### config.mk
export PLATFORM = sky130hd
export DESIGN_NAME = scirx_status_baud
export DESIGN_NICKNAME = d
export VERILOG_FILES = /design/src/verilog/scirx_status_baud.v
export VERILOG_INCLUDE_DIRS = /design/src /design/src/verilog
export SDC_FILE = /design/constraint.sdc
export NUM_CORES = 1
export LEC_CHECK = 0
export BUFFER_PORTS_ARGS = -buffer_cell sky130_fd_sc_hd__buf_4
export CORE_MARGIN = 3
export CORE_UTILIZATION = 45
export CTS_CLUSTER_SIZE = 10
export DETAILED_ROUTE_END_ITERATION = 8
export PLACE_DENSITY = 0.68
export SLEW_MARGIN = 20
export SYNTH_ARGS = -nofsm -noshare
export SYNTH_HDL_FRONTEND = slang
export SYNTH_SLANG_ARGS = --single-unit
### constraint.sdc
create_clock -name core_clk -period 2.9 [get_ports core_clk]
set_input_delay 0.145 -clock core_clk [delete_from_list [all_inputs] [get_ports core_clk]]
set_output_delay 0.145 -clock core_clk [all_outputs]
set_load 0.005 [all_outputs]
### src/verilog/scirx_map.vh
// Register map, field positions and timing constants of the receive block
`ifndef SCIRX_MAP_VH
`define SCIRX_MAP_VH

// Byte addresses
`define SCIRX_STAT1_OFS   8'h00
`define SCIRX_STAT2_OFS   8'h04
`define SCIRX_BAUD_OFS    8'h08
`define SCIRX_CTL2_OFS    8'h0C
`define SCIRX_CTL3_OFS    8'h10
`define SCIRX_DATA_OFS    8'h18

// status_one fields
`define SCIRX_S1_PARITY   0
`define SCIRX_S1_FRAMING  1
`define SCIRX_S1_NOISE    2
`define SCIRX_S1_OVERRUN  3
`define SCIRX_S1_QUIET    4
`define SCIRX_S1_FULL     5

// status_two fields
`define SCIRX_S2_PROGRESS 0
`define SCIRX_S2_BREAK    1

// control_two fields
`define SCIRX_C2_RXEN     2
`define SCIRX_C2_QUIETIE  4
`define SCIRX_C2_PARODD   5
`define SCIRX_C2_PAREN    6
`define SCIRX_C2_NINE     7

// control_three fields
`define SCIRX_C3_PARIE    0
`define SCIRX_C3_FRAMIE   1
`define SCIRX_C3_NOISEIE  2
`define SCIRX_C3_OVRIE    3
`define SCIRX_C3_NINTH    7

// Reset values
`define SCIRX_CTL_RST     8'h00
`define SCIRX_BAUD_RST    8'h00

// Timing
`define SCIRX_CLK_PER_RT  4
`define SCIRX_RT_PER_BIT  16
`define SCIRX_QUIET_BITS  10

`endif

### src/verilog/scirx_status_baud.v
// Receive status flags, data buffer and baud generator with AHB-Lite slave
`include "scirx_map.vh"
`timescale 1ns/1ps
`default_nettype none

module scirx_status_baud (
	// Clock and reset
	input  wire        core_clk,
	input  wire        rst,
	// AHB-Lite slave
	input  wire        hsel,
	input  wire [7:0]  haddr,
	input  wire [1:0]  htrans,
	input  wire        hwrite,
	input  wire [2:0]  hsize,
	input  wire [31:0] hwdata,
	input  wire        hready,
	output wire        hreadyout,
	output wire        hresp,
	output reg  [31:0] hrdata,
	// Serial line
	input  wire        rxdPin,
	// Transmit side
	output reg  [7:0]  txData,
	output reg         txLoad,
	output reg         baudTick,
	// Interrupt requests
	output wire        rxIrq,
	output wire        errIrq
);

	localparam ST_IDLE  = 2'd0;
	localparam ST_START = 2'd1;
	localparam ST_DATA  = 2'd2;
	localparam ST_STOP  = 2'd3;

	localparam integer QUIET_N  = `SCIRX_QUIET_BITS * `SCIRX_RT_PER_BIT;
	localparam [7:0]   QUIET_RT = QUIET_N[7:0];

	function [3:0] presDiv;
		input [1:0] sel;
		begin
			case (sel)
				2'd0:    presDiv = 4'd1;
				2'd1:    presDiv = 4'd3;
				2'd2:    presDiv = 4'd4;
				default: presDiv = 4'd13;
			endcase
		end
	endfunction

	function hit;
		input [7:0] a;
		input [7:0] ofs;
		begin
			hit = (a[7:2] == ofs[7:2]);
		end
	endfunction

	function maj3;
		input [2:0] s;
		begin
			maj3 = (s[0] & s[1]) | (s[0] & s[2]) | (s[1] & s[2]);
		end
	endfunction

	// Line synchroniser
	reg syncA_q;
	reg rxLine_q;

	always @(posedge core_clk or posedge rst) begin
		if (rst) begin
			syncA_q  <= 1'b1;
			rxLine_q <= 1'b1;
		end else begin
			syncA_q  <= rxdPin;
			rxLine_q <= syncA_q;
		end
	end

	// Software registers
	reg [7:0] baud_q;
	reg [7:0] ctl2_q;
	reg [3:0] ctl3_q;

	wire rxEn   = ctl2_q[`SCIRX_C2_RXEN];
	wire nine   = ctl2_q[`SCIRX_C2_NINE];
	wire parEn  = ctl2_q[`SCIRX_C2_PAREN];
	wire parOdd = ctl2_q[`SCIRX_C2_PARODD];

	// Baud chain
	reg [3:0] presCnt_q;
	reg [6:0] rateCnt_q;
	reg [1:0] quarter_q;
	reg [3:0] txPhase_q;

	wire       presTick = (presCnt_q == presDiv(baud_q[5:4]) - 4'd1);
	wire [6:0] rateTop  = (7'd1 << baud_q[2:0]) - 7'd1;
	wire       rateTick = presTick && (rateCnt_q == rateTop);
	wire       rtTick   = rateTick && (quarter_q == 2'd3);

	always @(posedge core_clk or posedge rst) begin
		if (rst) begin
			presCnt_q <= 4'd0;
			rateCnt_q <= 7'd0;
			quarter_q <= 2'd0;
			txPhase_q <= 4'd0;
			baudTick  <= 1'b0;
		end else begin
			presCnt_q <= presTick ? 4'd0 : presCnt_q + 4'd1;
			if (presTick) begin
				rateCnt_q <= rateTick ? 7'd0 : rateCnt_q + 7'd1;
			end
			if (rateTick) begin
				quarter_q <= quarter_q + 2'd1;
			end
			if (rtTick) begin
				txPhase_q <= txPhase_q + 4'd1;
			end
			baudTick <= rtTick && (txPhase_q == 4'd15);
		end
	end

	// Receiver
	reg [1:0] rxState_q;
	reg [3:0] rtCnt_q;
	reg [3:0] bitCnt_q;
	reg [1:0] smp_q;
	reg [8:0] shift_q;
	reg       noiseAcc_q;
	reg       progress_q;
	reg [7:0] quietCnt_q;
	reg       charDone_q;

	wire [2:0] samples = {rxLine_q, smp_q};
	wire       bitVal  = maj3(samples);
	wire       noisy   = (samples != 3'b000) && (samples != 3'b111);
	wire       midBit  = rtTick && (rtCnt_q == 4'd9);
	wire [3:0] bitsNeed = nine ? 4'd9 : 4'd8;
	wire       quietDet = rtTick && (quietCnt_q == QUIET_RT - 8'd1);

	always @(posedge core_clk or posedge rst) begin
		if (rst) begin
			rxState_q  <= ST_IDLE;
			rtCnt_q    <= 4'd0;
			bitCnt_q   <= 4'd0;
			smp_q      <= 2'b11;
			shift_q    <= 9'h000;
			noiseAcc_q <= 1'b0;
			progress_q <= 1'b0;
			quietCnt_q <= 8'd0;
			charDone_q <= 1'b0;
		end else begin
			charDone_q <= 1'b0;
			if (!rxEn) begin
				rxState_q  <= ST_IDLE;
				progress_q <= 1'b0;
				quietCnt_q <= 8'd0;
			end else if (rtTick) begin
				if (rxState_q != ST_IDLE || !rxLine_q) begin
					quietCnt_q <= 8'd0;
				end else if (quietCnt_q != QUIET_RT) begin
					quietCnt_q <= quietCnt_q + 8'd1;
				end
				if (quietDet) begin
					progress_q <= 1'b0;
				end
				if (rxState_q == ST_IDLE) begin
					if (!rxLine_q) begin
						progress_q <= 1'b1;
						rtCnt_q    <= 4'd1;
						bitCnt_q   <= 4'd0;
						noiseAcc_q <= 1'b0;
						rxState_q  <= ST_START;
					end
				end else begin
					rtCnt_q <= rtCnt_q + 4'd1;
					if (rtCnt_q == 4'd7) begin
						smp_q[0] <= rxLine_q;
					end
					if (rtCnt_q == 4'd8) begin
						smp_q[1] <= rxLine_q;
					end
					if (midBit) begin
						noiseAcc_q <= noiseAcc_q | noisy;
						case (rxState_q)
							ST_START: begin
								if (bitVal) begin
									progress_q <= 1'b0;
									rxState_q  <= ST_IDLE;
								end
							end
							ST_DATA: begin
								shift_q  <= {bitVal, shift_q[8:1]};
								bitCnt_q <= bitCnt_q + 4'd1;
							end
							ST_STOP: begin
								charDone_q <= 1'b1;
								rxState_q <= ST_IDLE;
							end
							default: begin
								rxState_q <= ST_IDLE;
							end
						endcase
					end
					if (rtCnt_q == 4'd15) begin
						if (rxState_q == ST_START) begin
							rxState_q <= ST_DATA;
						end else if (rxState_q == ST_DATA && bitCnt_q == bitsNeed) begin
							rxState_q <= ST_STOP;
						end
					end
				end
			end
		end
	end

	// Stop sample kept with the completed character
	reg stopVal_q;
	reg noiseHit_q;

	always @(posedge core_clk or posedge rst) begin
		if (rst) begin
			stopVal_q  <= 1'b1;
			noiseHit_q <= 1'b0;
		end else if (midBit && rxState_q == ST_STOP) begin
			stopVal_q  <= bitVal;
			noiseHit_q <= noiseAcc_q | noisy;
		end
	end

	wire [7:0] rxByte  = nine ? shift_q[7:0] : shift_q[8:1];
	wire       rxNinth = shift_q[8];
	wire       parXor  = nine ? ^shift_q : ^shift_q[8:1];
	wire       isBreak = (shift_q == 9'h000 || (!nine && shift_q[8:1] == 8'h00)) && !stopVal_q;

	// AHB-Lite front end
	reg       wrPend_q;
	reg [7:0] wrAddr_q;

	wire accept = hsel && hready && htrans[1];
	wire rdAcc  = accept && !hwrite;
	wire rdS1   = rdAcc && hit(haddr, `SCIRX_STAT1_OFS);
	wire rdS2   = rdAcc && hit(haddr, `SCIRX_STAT2_OFS);
	wire rdData = rdAcc && hit(haddr, `SCIRX_DATA_OFS);

	assign hreadyout = 1'b1;
	assign hresp     = 1'b0;

	// Flags
	reg [5:0] flags1_q;
	reg       break_q;
	reg [5:0] arm1_q;
	reg       armBrk_q;
	reg       quietArm_q;
	reg       breakArm_q;
	reg [7:0] dataBuf_q;
	reg       ninth_q;

	wire [5:0] clr1   = rdData ? arm1_q : 6'h00;
	wire       clrBrk = rdData && armBrk_q;
	wire       fullNow = flags1_q[`SCIRX_S1_FULL] && !clr1[`SCIRX_S1_FULL];
	wire       loadChar = charDone_q && !fullNow;
	wire       brkHit  = loadChar && isBreak && breakArm_q;
	reg  [5:0] set1;

	always @* begin
		set1 = 6'h00;
		set1[`SCIRX_S1_OVERRUN] = charDone_q && fullNow;
		set1[`SCIRX_S1_FULL]    = loadChar;
		set1[`SCIRX_S1_NOISE]   = loadChar && noiseHit_q;
		set1[`SCIRX_S1_FRAMING] = loadChar && !stopVal_q;
		set1[`SCIRX_S1_PARITY]  = loadChar && parEn && (parXor ^ parOdd);
		set1[`SCIRX_S1_QUIET]   = quietDet && quietArm_q && rxEn;
	end

	always @(posedge core_clk or posedge rst) begin
		if (rst) begin
			flags1_q   <= 6'h00;
			break_q    <= 1'b0;
			arm1_q     <= 6'h00;
			armBrk_q   <= 1'b0;
			quietArm_q <= 1'b0;
			breakArm_q <= 1'b1;
		end else begin
			flags1_q <= (flags1_q & ~clr1) | set1;
			break_q  <= (break_q & ~clrBrk) | brkHit;
			if (rdS1) begin
				arm1_q <= flags1_q;
			end else if (rdData) begin
				arm1_q <= 6'h00;
			end
			if (rdS2) begin
				armBrk_q <= break_q;
			end else if (rdData) begin
				armBrk_q <= 1'b0;
			end
			if (!rxEn || set1[`SCIRX_S1_QUIET]) begin
				quietArm_q <= 1'b0;
			end else if (loadChar) begin
				quietArm_q <= 1'b1;
			end
			if (brkHit) begin
				breakArm_q <= 1'b0;
			end else if (rxLine_q) begin
				breakArm_q <= 1'b1;
			end
		end
	end

	// Receive buffer keeps its contents through reset
	always @(posedge core_clk) begin
		if (loadChar) begin
			dataBuf_q <= rxByte;
			ninth_q   <= brkHit ? 1'b0 : rxNinth;
		end
	end

	// Register writes in the data phase
	wire wrEn = wrPend_q && hready;

	always @(posedge core_clk or posedge rst) begin
		if (rst) begin
			wrPend_q <= 1'b0;
			wrAddr_q <= 8'h00;
			baud_q   <= `SCIRX_BAUD_RST;
			ctl2_q   <= `SCIRX_CTL_RST;
			ctl3_q   <= 4'h0;
			txLoad   <= 1'b0;
		end else begin
			txLoad <= 1'b0;
			if (hready) begin
				wrPend_q <= accept && hwrite;
				wrAddr_q <= haddr;
			end
			if (wrEn) begin
				if (hit(wrAddr_q, `SCIRX_BAUD_OFS)) begin
					baud_q <= hwdata[7:0] & 8'h37;
				end
				if (hit(wrAddr_q, `SCIRX_CTL2_OFS)) begin
					ctl2_q <= hwdata[7:0] & 8'hF4;
				end
				if (hit(wrAddr_q, `SCIRX_CTL3_OFS)) begin
					ctl3_q <= hwdata[3:0];
				end
				if (hit(wrAddr_q, `SCIRX_DATA_OFS)) begin
					txLoad <= 1'b1;
				end
			end
		end
	end

	// Transmit byte, untouched by reset
	always @(posedge core_clk) begin
		if (wrEn && hit(wrAddr_q, `SCIRX_DATA_OFS)) begin
			txData <= hwdata[7:0];
		end
	end

	// Read data captured at the address phase
	reg [7:0] rdMux;

	always @* begin
		rdMux = 8'h00;
		if (hit(haddr, `SCIRX_STAT1_OFS)) begin
			rdMux = {2'b00, flags1_q};
		end else if (hit(haddr, `SCIRX_STAT2_OFS)) begin
			rdMux = {6'h00, break_q, progress_q};
		end else if (hit(haddr, `SCIRX_BAUD_OFS)) begin
			rdMux = baud_q;
		end else if (hit(haddr, `SCIRX_CTL2_OFS)) begin
			rdMux = ctl2_q;
		end else if (hit(haddr, `SCIRX_CTL3_OFS)) begin
			rdMux = {ninth_q, 3'b000, ctl3_q};
		end else if (hit(haddr, `SCIRX_DATA_OFS)) begin
			rdMux = dataBuf_q;
		end
	end

	always @(posedge core_clk or posedge rst) begin
		if (rst) begin
			hrdata <= 32'h0000_0000;
		end else if (rdAcc) begin
			hrdata <= {24'h00_0000, rdMux};
		end
	end

	// Interrupt requests; break and progress never take part
	assign rxIrq = flags1_q[`SCIRX_S1_QUIET] & ctl2_q[`SCIRX_C2_QUIETIE];

	assign errIrq = (flags1_q[`SCIRX_S1_OVERRUN] & ctl3_q[`SCIRX_C3_OVRIE])
		| (flags1_q[`SCIRX_S1_NOISE] & ctl3_q[`SCIRX_C3_NOISEIE])
		| (flags1_q[`SCIRX_S1_FRAMING] & ctl3_q[`SCIRX_C3_FRAMIE])
		| (flags1_q[`SCIRX_S1_PARITY] & ctl3_q[`SCIRX_C3_PARIE]);

endmodule // scirx_status_baud

`default_nettype wire

==> qor.csv, run 1 <==
stage,metric,value,unit
setup_path,endpoint_kind,flip-flop,
logic_synthesis,synth.most_common_cell,dfrtp_1,
timing,relSlewSlack,0.482,
setup_path,crit_chain,nor2_4 > nand2_2 > ha_4 > xnor2_4 > mux2_4 > a211o_4 > a311oi_4 > nor3b_1 > buf_4 > mux2_1,
placement,gp_congestion,0.869,
setup_path,critical_path_buf_inv_count,1,
logic_synthesis,synth.top_cells.by_count,"dfrtp_1, nand2_1, o21ai_0",
grt,global_route.peak_usage_layer,met2,
logic_synthesis,syn_inst,591,
setup_path,r2r_setup_slack,0.02,ns
timing,tightest_slew,0.777,ns
timing,grt_setup_unrepaired,yes,
setup_path,ff2ff_path_depth,10,
logic_synthesis,yosysSeqAreaShare,0.484,
setup_path,crit_required,3.20,ns
logic_synthesis,synth_top_area_share,0.377,
worst_hold_path,min_to,wrPend_q$_DFFE_PP0P_,
logic_synthesis,ys.flop_type,dfrtp_1,
floorplan,start_util,0.465,
cells_and_area,instances_no_fill,858,
timing,tns,0,ns
detailed_routing,wl,13900,um
floorplan,coreArea,13400,sq um
logic_synthesis,avgSynthCellArea,10.5,sq um
logic_synthesis,ys_ff_latch,117,
run_status,status,"complete, no violations",
grt,grt_overflow,0,
timing,period_share,0.995,
timing,hold_viol_final,0,
run,maxCapViolations,0,
setup_path,cpMaxStageDelayCell,dfrtp_1,
logic_synthesis,synth_area_leader_cell,dfrtp_1,
power_and_ir_drop,peakVddDrop,0.412,mV
cells_and_area,seq_area,3020,sq um
timing,finalSetupViolCount,0,
placement,dpl.cell_count,806,
grt,met1_usage,0.237,
cells_and_area,fin_nets,745,
setup_path,r2r-start,baud_q[1]$_DFFE_PP0P_,
detailed_routing,viasPerCell,5.43,
setup_path,max_stage_delay,0.41,ns
grt,grt_max_degree,64,
logic_synthesis,synth_top_cells_by_area,"dfrtp_1, edfxtp_1, ha_1",
clock_tree,h-tree-depth,4,
grt,met2_usage,0.311,
grt,use_met3,0.0500,
placement,place_hpwl,9940,um
clock_tree,clkTransAtPathRegs,0.06,ns
timing,min_period,2.88,ns
floorplan,die_h,124,um
clock_tree,cts_buffers,17,
worst_hold_path,hold_path_class,input pin to flip-flop,
clock_tree,clock-root-buffer,clkbuf_16,
detailed_routing,first_pass_iters,5,
power_and_ir_drop,powerDensity,641,nW/um^2
grt,antenna_found_initial,0,
setup_path,path_class,flip-flop to flip-flop,
floorplan,dieArea,15300,sq um
cells_and_area,drive_above_1_share,0.226,
clock_tree,cts_buffer_depth,2,
setup_path,start_kind,flip-flop,
placement,port_buffers,40,
logic_synthesis,yosysWarnings,0,
cells_and_area,n_antenna_cell,0,
cells_and_area,synthToLayoutAreaGrowth,22.5,%
logic_synthesis,syn_area,6230,sq um
setup_path,rr_endpoint,shift_q[8]$_DFFE_PP0P_,
grt,grt_usage,0.189,
floorplan,ios,97,
setup_path,worstPathArrival,3.18,ns
clock_tree,worstSkewPairLatency,0.42,ns
grt,grt_pass1_wl,22400,um
detailed_routing,wl_per_cell,16.2,um
power_and_ir_drop,p_leak,0.00338,uW
logic_synthesis,synth_edf_count,17,
worst_hold_path,worstHoldStart,hsel,
timing,finClkSkew,0.0106,ns
detailed_routing,drt_iter0_drc,393,
clock_tree,clkSinkCount,117,
logic_synthesis,synth_cell_type_count,75,
detailed_routing,final_antenna_net_count,0,
cells_and_area,finalInstanceArea,7640,sq um
floorplan,die_w,124,um
setup_path,critical-path-top-delay-family,compound AO/OA/AOI/OAI gates,
placement,placed_cell_area,6760,sq um
detailed_routing,dr_total_vias,4659,
worst_hold_path,hold_depth,3,
grt,grt_pass1_vias,4590,
cells_and_area,multiInputGateArea,2970,sq um
cells_and_area,fill_cells,1111,
logic_synthesis,async_flop_share,0.855,
setup_path,cp_max_fo,6,
timing,fmax,347,MHz
detailed_routing,drc,0,
clock_tree,cts_tree,yes,
floorplan,num_rows,42,
timing,report.final.slew_viol_count,0,
final cells by class:
| class | instances | share of cell area |
|---|---|---|
| repair buffers | 84 | 0.0906 |
| multi-input cells | 419 | 0.388 |
| inverters | 30 | 0.0151 |
| clock inverters | 10 | 0.0234 |
| flip-flops and latches | 117 | 0.395 |
| clock buffers | 22 | 0.0582 |
| well taps | 176 | 0.0288 |
power breakdown:
part           switching [uW]  total, uW  internal, uW
sequential                134       1920          1780
clock                     716       2230          1520
combinational             386        744           358
total                    1240       4890          3660
sequential cells by signal, summed over array words and instances, names as in the netlist, 2 cells and up:
signal      flops
txData          8
ctl3_q          4
hrdata          8
rtCnt_q         4
shift_q         9
arm1_q          6
rxState_q       2
quietCnt_q      8
smp_q           2
ctl2_q          5
quarter_q       2
baud_q          5
flags1_q        6
dataBuf_q       8
bitCnt_q        4
rateCnt_q       7
txPhase_q       4
presCnt_q       4
wrAddr_q        6
kinds of logic (layout without fill, tap and decap cells):
family,count (synthesis),count (layout),share of synthesized area
AO/OA/AOI/OAI,114,114,0.132
XOR/XNOR,26,26,0.0365
AND/OR/NAND/NOR,192,192,0.161
flip-flops,117,117,0.484
buffers and inverters,79,146,0.0714
multiplexers,36,36,0.0628
adder cells (fa/ha/maj),25,25,0.0502
other,2,26,0.00120
how the worst max path moves through the flow:
stage                           from                       to  slack (ns)  cells after the start
2_1_floorplan  baud_q[1]$_DFFE_PP0P_  bitCnt_q[3]$_DFFE_PP0P_       -0.07                     10
3_3_place_gp   baud_q[1]$_DFFE_PP0P_  bitCnt_q[3]$_DFFE_PP0P_        0.02                      9
3_5_place_dp   baud_q[1]$_DFFE_PP0P_  bitCnt_q[3]$_DFFE_PP0P_       -0.06                      9
4_1_cts        baud_q[1]$_DFFE_PP0P_  bitCnt_q[3]$_DFFE_PP0P_       0.002                      9
5_1_grt        baud_q[1]$_DFFE_PP0P_   shift_q[6]$_DFFE_PP0P_       -0.13                     11
6_report       baud_q[1]$_DFFE_PP0P_   shift_q[8]$_DFFE_PP0P_        0.02                     10
timing repair:
| item | CTS | global route |
|---|---|---|
| buffers inserted | 3 | 4 |
| endpoints found under the setup margin | 10 | 24 |
| pin swaps | 4 | 12 |
| hold endpoints to repair | 83 | 0 |
| hold buffers | 13 | 0 |
| gates resized for setup | 0 | 14 |
stage by stage:
step	total power (uW)	worst slack (ns)	hold slack, ns	util
2_1_floorplan	2430	-0.0699	0.149	-
3_3_place_gp	2560	0.0247	0.255	0.504
3_5_place_dp	2600	-0.0591	0.255	0.504
4_1_cts	4880	0.00201	0.0387	0.562
5_1_grt	5110	-0.128	0.0498	0.570
6_report	4890	0.0153	0.0452	0.570
layout by cell type (no fill, tap or decap), types with 7 or more instances in the layout:
master and instances:
ha_1 24, and3_1 9, clkbuf_16 17, a21oi_1 8
o21ai_0 35, nand2_1 66, a22o_1 9, a31oi_1 7
mux2_2 23, xnor2_1 19, nand3_1 12, edfxtp_1 17
dfrtp_1 94, buf_4 68, conb_1 26, nand4_1 7
nor2_1 34, nor3_1 11, dlygate4sd3_1 13, inv_1 29
mux2i_1 11
worst register-to-register path: stages (launching register included):
cell	delay, ns
dfrtp_1	0.41
nor2_4	0.16
nand2_2	0.08
ha_4	0.19
xnor2_4	0.18
mux2_4	0.32
a211o_4	0.37
a311oi_4	0.31
nor3b_1	0.27
buf_4	0.18
mux2_1	0.31
layer usage:
metal / share of wire / routed length [um]
met1: 0.45 / 6270
met2: 0.49 / 6820
met3: 0.041 / 568
met4: 0.016 / 227
met5: 0 / 0
(Power assumes the default switching activity.)
==> run 2: changes to the inputs <==
GPL_ROUTABILITY_DRIVEN = 1   (was default)
SETUP_SLACK_MARGIN = 0.4   (was default)
==> qor.csv, run 2 (same netlist as run 1, synthesis figures left out) <==
stage,metric,value,unit,change
clock_tree,clkTransAtPathRegs,0.05,ns,was 0.06 ns
clock_tree,clkSinkCount,117,,unchanged
cells_and_area,instances_no_fill,863,,was 858
grt,grt_max_degree,60,,was 64
floorplan,num_rows,42,,unchanged
detailed_routing,final_antenna_net_count,0,,unchanged
setup_path,r2r-start,baud_q[1]$_DFFE_PP0P_,,unchanged
placement,dp_slack,-0.0332,ns,was -0.0591 ns
timing,grt_setup_unrepaired,yes,,unchanged
setup_path,startpoint,baud_q[1]$_DFFE_PP0P_,,unchanged
setup_path,ff2ff_path_depth,9,,was 10
timing,period_share,0.983,,was 0.995
timing,tightest_slew,0.692,ns,was 0.777 ns
setup_path,max_stage_delay,0.51,ns,was 0.41 ns
power_and_ir_drop,p_leak,0.00346,uW,was 0.00338 uW
setup_path,crit_chain,nor2_4 > nand2_2 > ha_4 > xnor2_4 > mux2_4 > a211o_4 > or4_4 > o21a_1 > or3_1,,was nor2_4 > nand2_2 > ha_4 > xnor2_4 > mux2_4 > a211o_4 > a311oi_4 > nor3b_1 > buf_4 > mux2_1
timing,relSlewSlack,0.539,,was 0.482
worst_hold_path,hold_depth,3,,unchanged
setup_path,endpoint_kind,flip-flop,,unchanged
floorplan,ios,97,,unchanged
detailed_routing,dr_total_vias,4838,,was 4659
detailed_routing,wl,14400,um,was 13900 um
cells_and_area,n_antenna_cell,0,,unchanged
timing,fmax,351,MHz,was 347 MHz
timing,hold_viol_final,0,,unchanged
setup_path,crit_required,3.18,ns,was 3.20 ns
cells_and_area,synthToLayoutAreaGrowth,25.1,%,was 22.5%
floorplan,start_util,0.465,,unchanged
setup_path,rr_endpoint,bitCnt_q[3]$_DFFE_PP0P_,,was shift_q[8]$_DFFE_PP0P_
setup_path,worstPathArrival,3.13,ns,was 3.18 ns
detailed_routing,drc,0,,unchanged
grt,grt_pass1_wl,23200,um,was 22400 um
worst_hold_path,min_to,wrPend_q$_DFFE_PP0P_,,unchanged
worst_hold_path,hold_path_class,input pin to flip-flop,,unchanged
floorplan,coreArea,13400,sq um,unchanged
grt,grt_pass1_vias,4813,,was 4590
placement,place_hpwl,9860,um,was 9940 um
detailed_routing,viasPerCell,5.61,,was 5.43
grt,antenna_found_initial,0,,unchanged
clock_tree,cts_buffers,17,,unchanged
cells_and_area,top_register,shift_q,,unchanged
setup_path,cp_max_fo,6,,unchanged
cells_and_area,fin_nets,750,,was 745
cells_and_area,layout_common_cells,"dfrtp_1, buf_4, nand2_1, nor2_1, o21ai_0",,"was dfrtp_1, buf_4, nand2_1, o21ai_0, nor2_1"
clock_tree,worstSkewPairLatency,0.41,ns,was 0.42 ns
power_and_ir_drop,powerDensity,621,nW/um^2,was 641 nW/um^2
timing,report.final.slew_viol_count,0,,unchanged
setup_path,r2r_setup_slack,0.05,ns,was 0.02 ns
detailed_routing,drt_iter0_drc,386,,was 393
cells_and_area,largest_reg_flops,9,,unchanged
clock_tree,h-tree-depth,4,,unchanged
cells_and_area,fill_cells,1067,,was 1111
clock_tree,clock-root-buffer,clkbuf_16,,unchanged
placement,port_buffers,40,,unchanged
placement,gp_congestion,0.888,,was 0.869
setup_path,start_kind,flip-flop,,unchanged
timing,worst_slack,0.0489,ns,was 0.0153 ns
floorplan,dieArea,15300,sq um,unchanged
timing,min_period,2.85,ns,was 2.88 ns
cells_and_area,drive_above_1_share,0.261,,was 0.226
clock_tree,cts_buffer_depth,2,,unchanged
detailed_routing,first_pass_iters,5,,unchanged
cells_and_area,mostFrequentLayoutCell,dfrtp_1,,unchanged
grt,grt_usage,0.195,,was 0.189
timing,finClkSkew,0.00622,ns,was 0.0106 ns
setup_path,critical_path_buf_inv_count,0,,was 1
floorplan,die_w,124,um,unchanged
worst_hold_path,worstHoldStart,hsel,,unchanged
setup_path,cpMaxStageDelayCell,or4_4,,was dfrtp_1
run,maxCapViolations,0,,unchanged
clock_tree,cts_tree,yes,,unchanged
placement,dpl.cell_count,805,,was 806
detailed_routing,wl_per_cell,16.7,um,was 16.2 um
setup_path,path_class,flip-flop to flip-flop,,unchanged
grt,grt_overflow,0,,unchanged
power_and_ir_drop,peakVddDrop,0.434,mV,was 0.412 mV
setup_path,critical-path-top-delay-family,simple AND/OR/NAND/NOR gates,,was compound AO/OA/AOI/OAI gates
floorplan,die_h,124,um,unchanged
timing,finalSetupViolCount,0,,unchanged
run_status,status,"complete, no violations",,unchanged
==> run 2: area by class of cell <==
type	count	area, sq um	area share
Multi-Input combinational cell	419	3080	0.395
Timing Repair Buffer	89	747	0.0958
Inverter	30	116	0.0149
Sequential cell	117	3020	0.387
Clock inverter	8	120	0.0154
Tap cell	176	220	0.0282
Clock buffer	24	493	0.0632
==> run 2: worst max path at each step <==
stage / endpoint / slack (ns) / depth (start not counted)
6_report: bitCnt_q[3]$_DFFE_PP0P_ / 0.05 / 9
5_1_grt: bitCnt_q[3]$_DFFE_PP0P_ / -0.04 / 9
4_1_cts: bitCnt_q[3]$_DFFE_PP0P_ / 0.07 / 9
2_1_floorplan: bitCnt_q[3]$_DFFE_PP0P_ / -0.07 / 10
3_3_place_gp: bitCnt_q[3]$_DFFE_PP0P_ / 0.02 / 9
3_5_place_dp: bitCnt_q[3]$_DFFE_PP0P_ / -0.03 / 9
==> run 2: per-stage QoR <==
step / total power (uW) / setup TNS [ns] / cell area [sq um] / hold slack [ns] / util
floorplan: 2440 / -0.0695 / 6400 / 0.149 / -
finish: 4840 / 0 / 7800 / 0.0252 / 0.582
global placement: 2560 / 0 / 6760 / 0.155 / 0.504
global route: 5050 / -0.0566 / 7800 / 0.0392 / 0.582
CTS: 4810 / 0 / 7660 / 0.0242 / 0.572
detailed placement: 2610 / -0.0332 / 6760 / 0.164 / 0.504
==> run 2: where the power goes <==
group          leakage (uW)  switching, uW  internal, uW
Clock              0.000295            700          1440
Combinational       0.00168            406           376
Sequential          0.00149            138          1780
Total               0.00346           1240          3600
==> run 2: metal layers <==
metal,vias to the layer above,share of wire,GRT usage
met1,2383,0.42,0.241
li1,2243,-,-
met5,-,0,0
met2,178,0.50,0.327
met3,34,0.052,0.0472
met4,0,0.022,0.0837
==> run 2: worst min-delay path: stages <==
cell,delay (ns)
buf_4,0.08
nand4_1,0.08
o21ai_0,0.08
==> run 2: what timing repair did <==
| item | in CTS | in global routing |
|---|---|---|
| hold endpoints to repair | 33 | 0 |
| pin swaps | 21 | 13 |
| hold buffers | 13 | 0 |
| gates resized for setup | 20 | 22 |
| setup buffers | 10 | 3 |
| endpoints found under the setup margin | 45 | 50 |
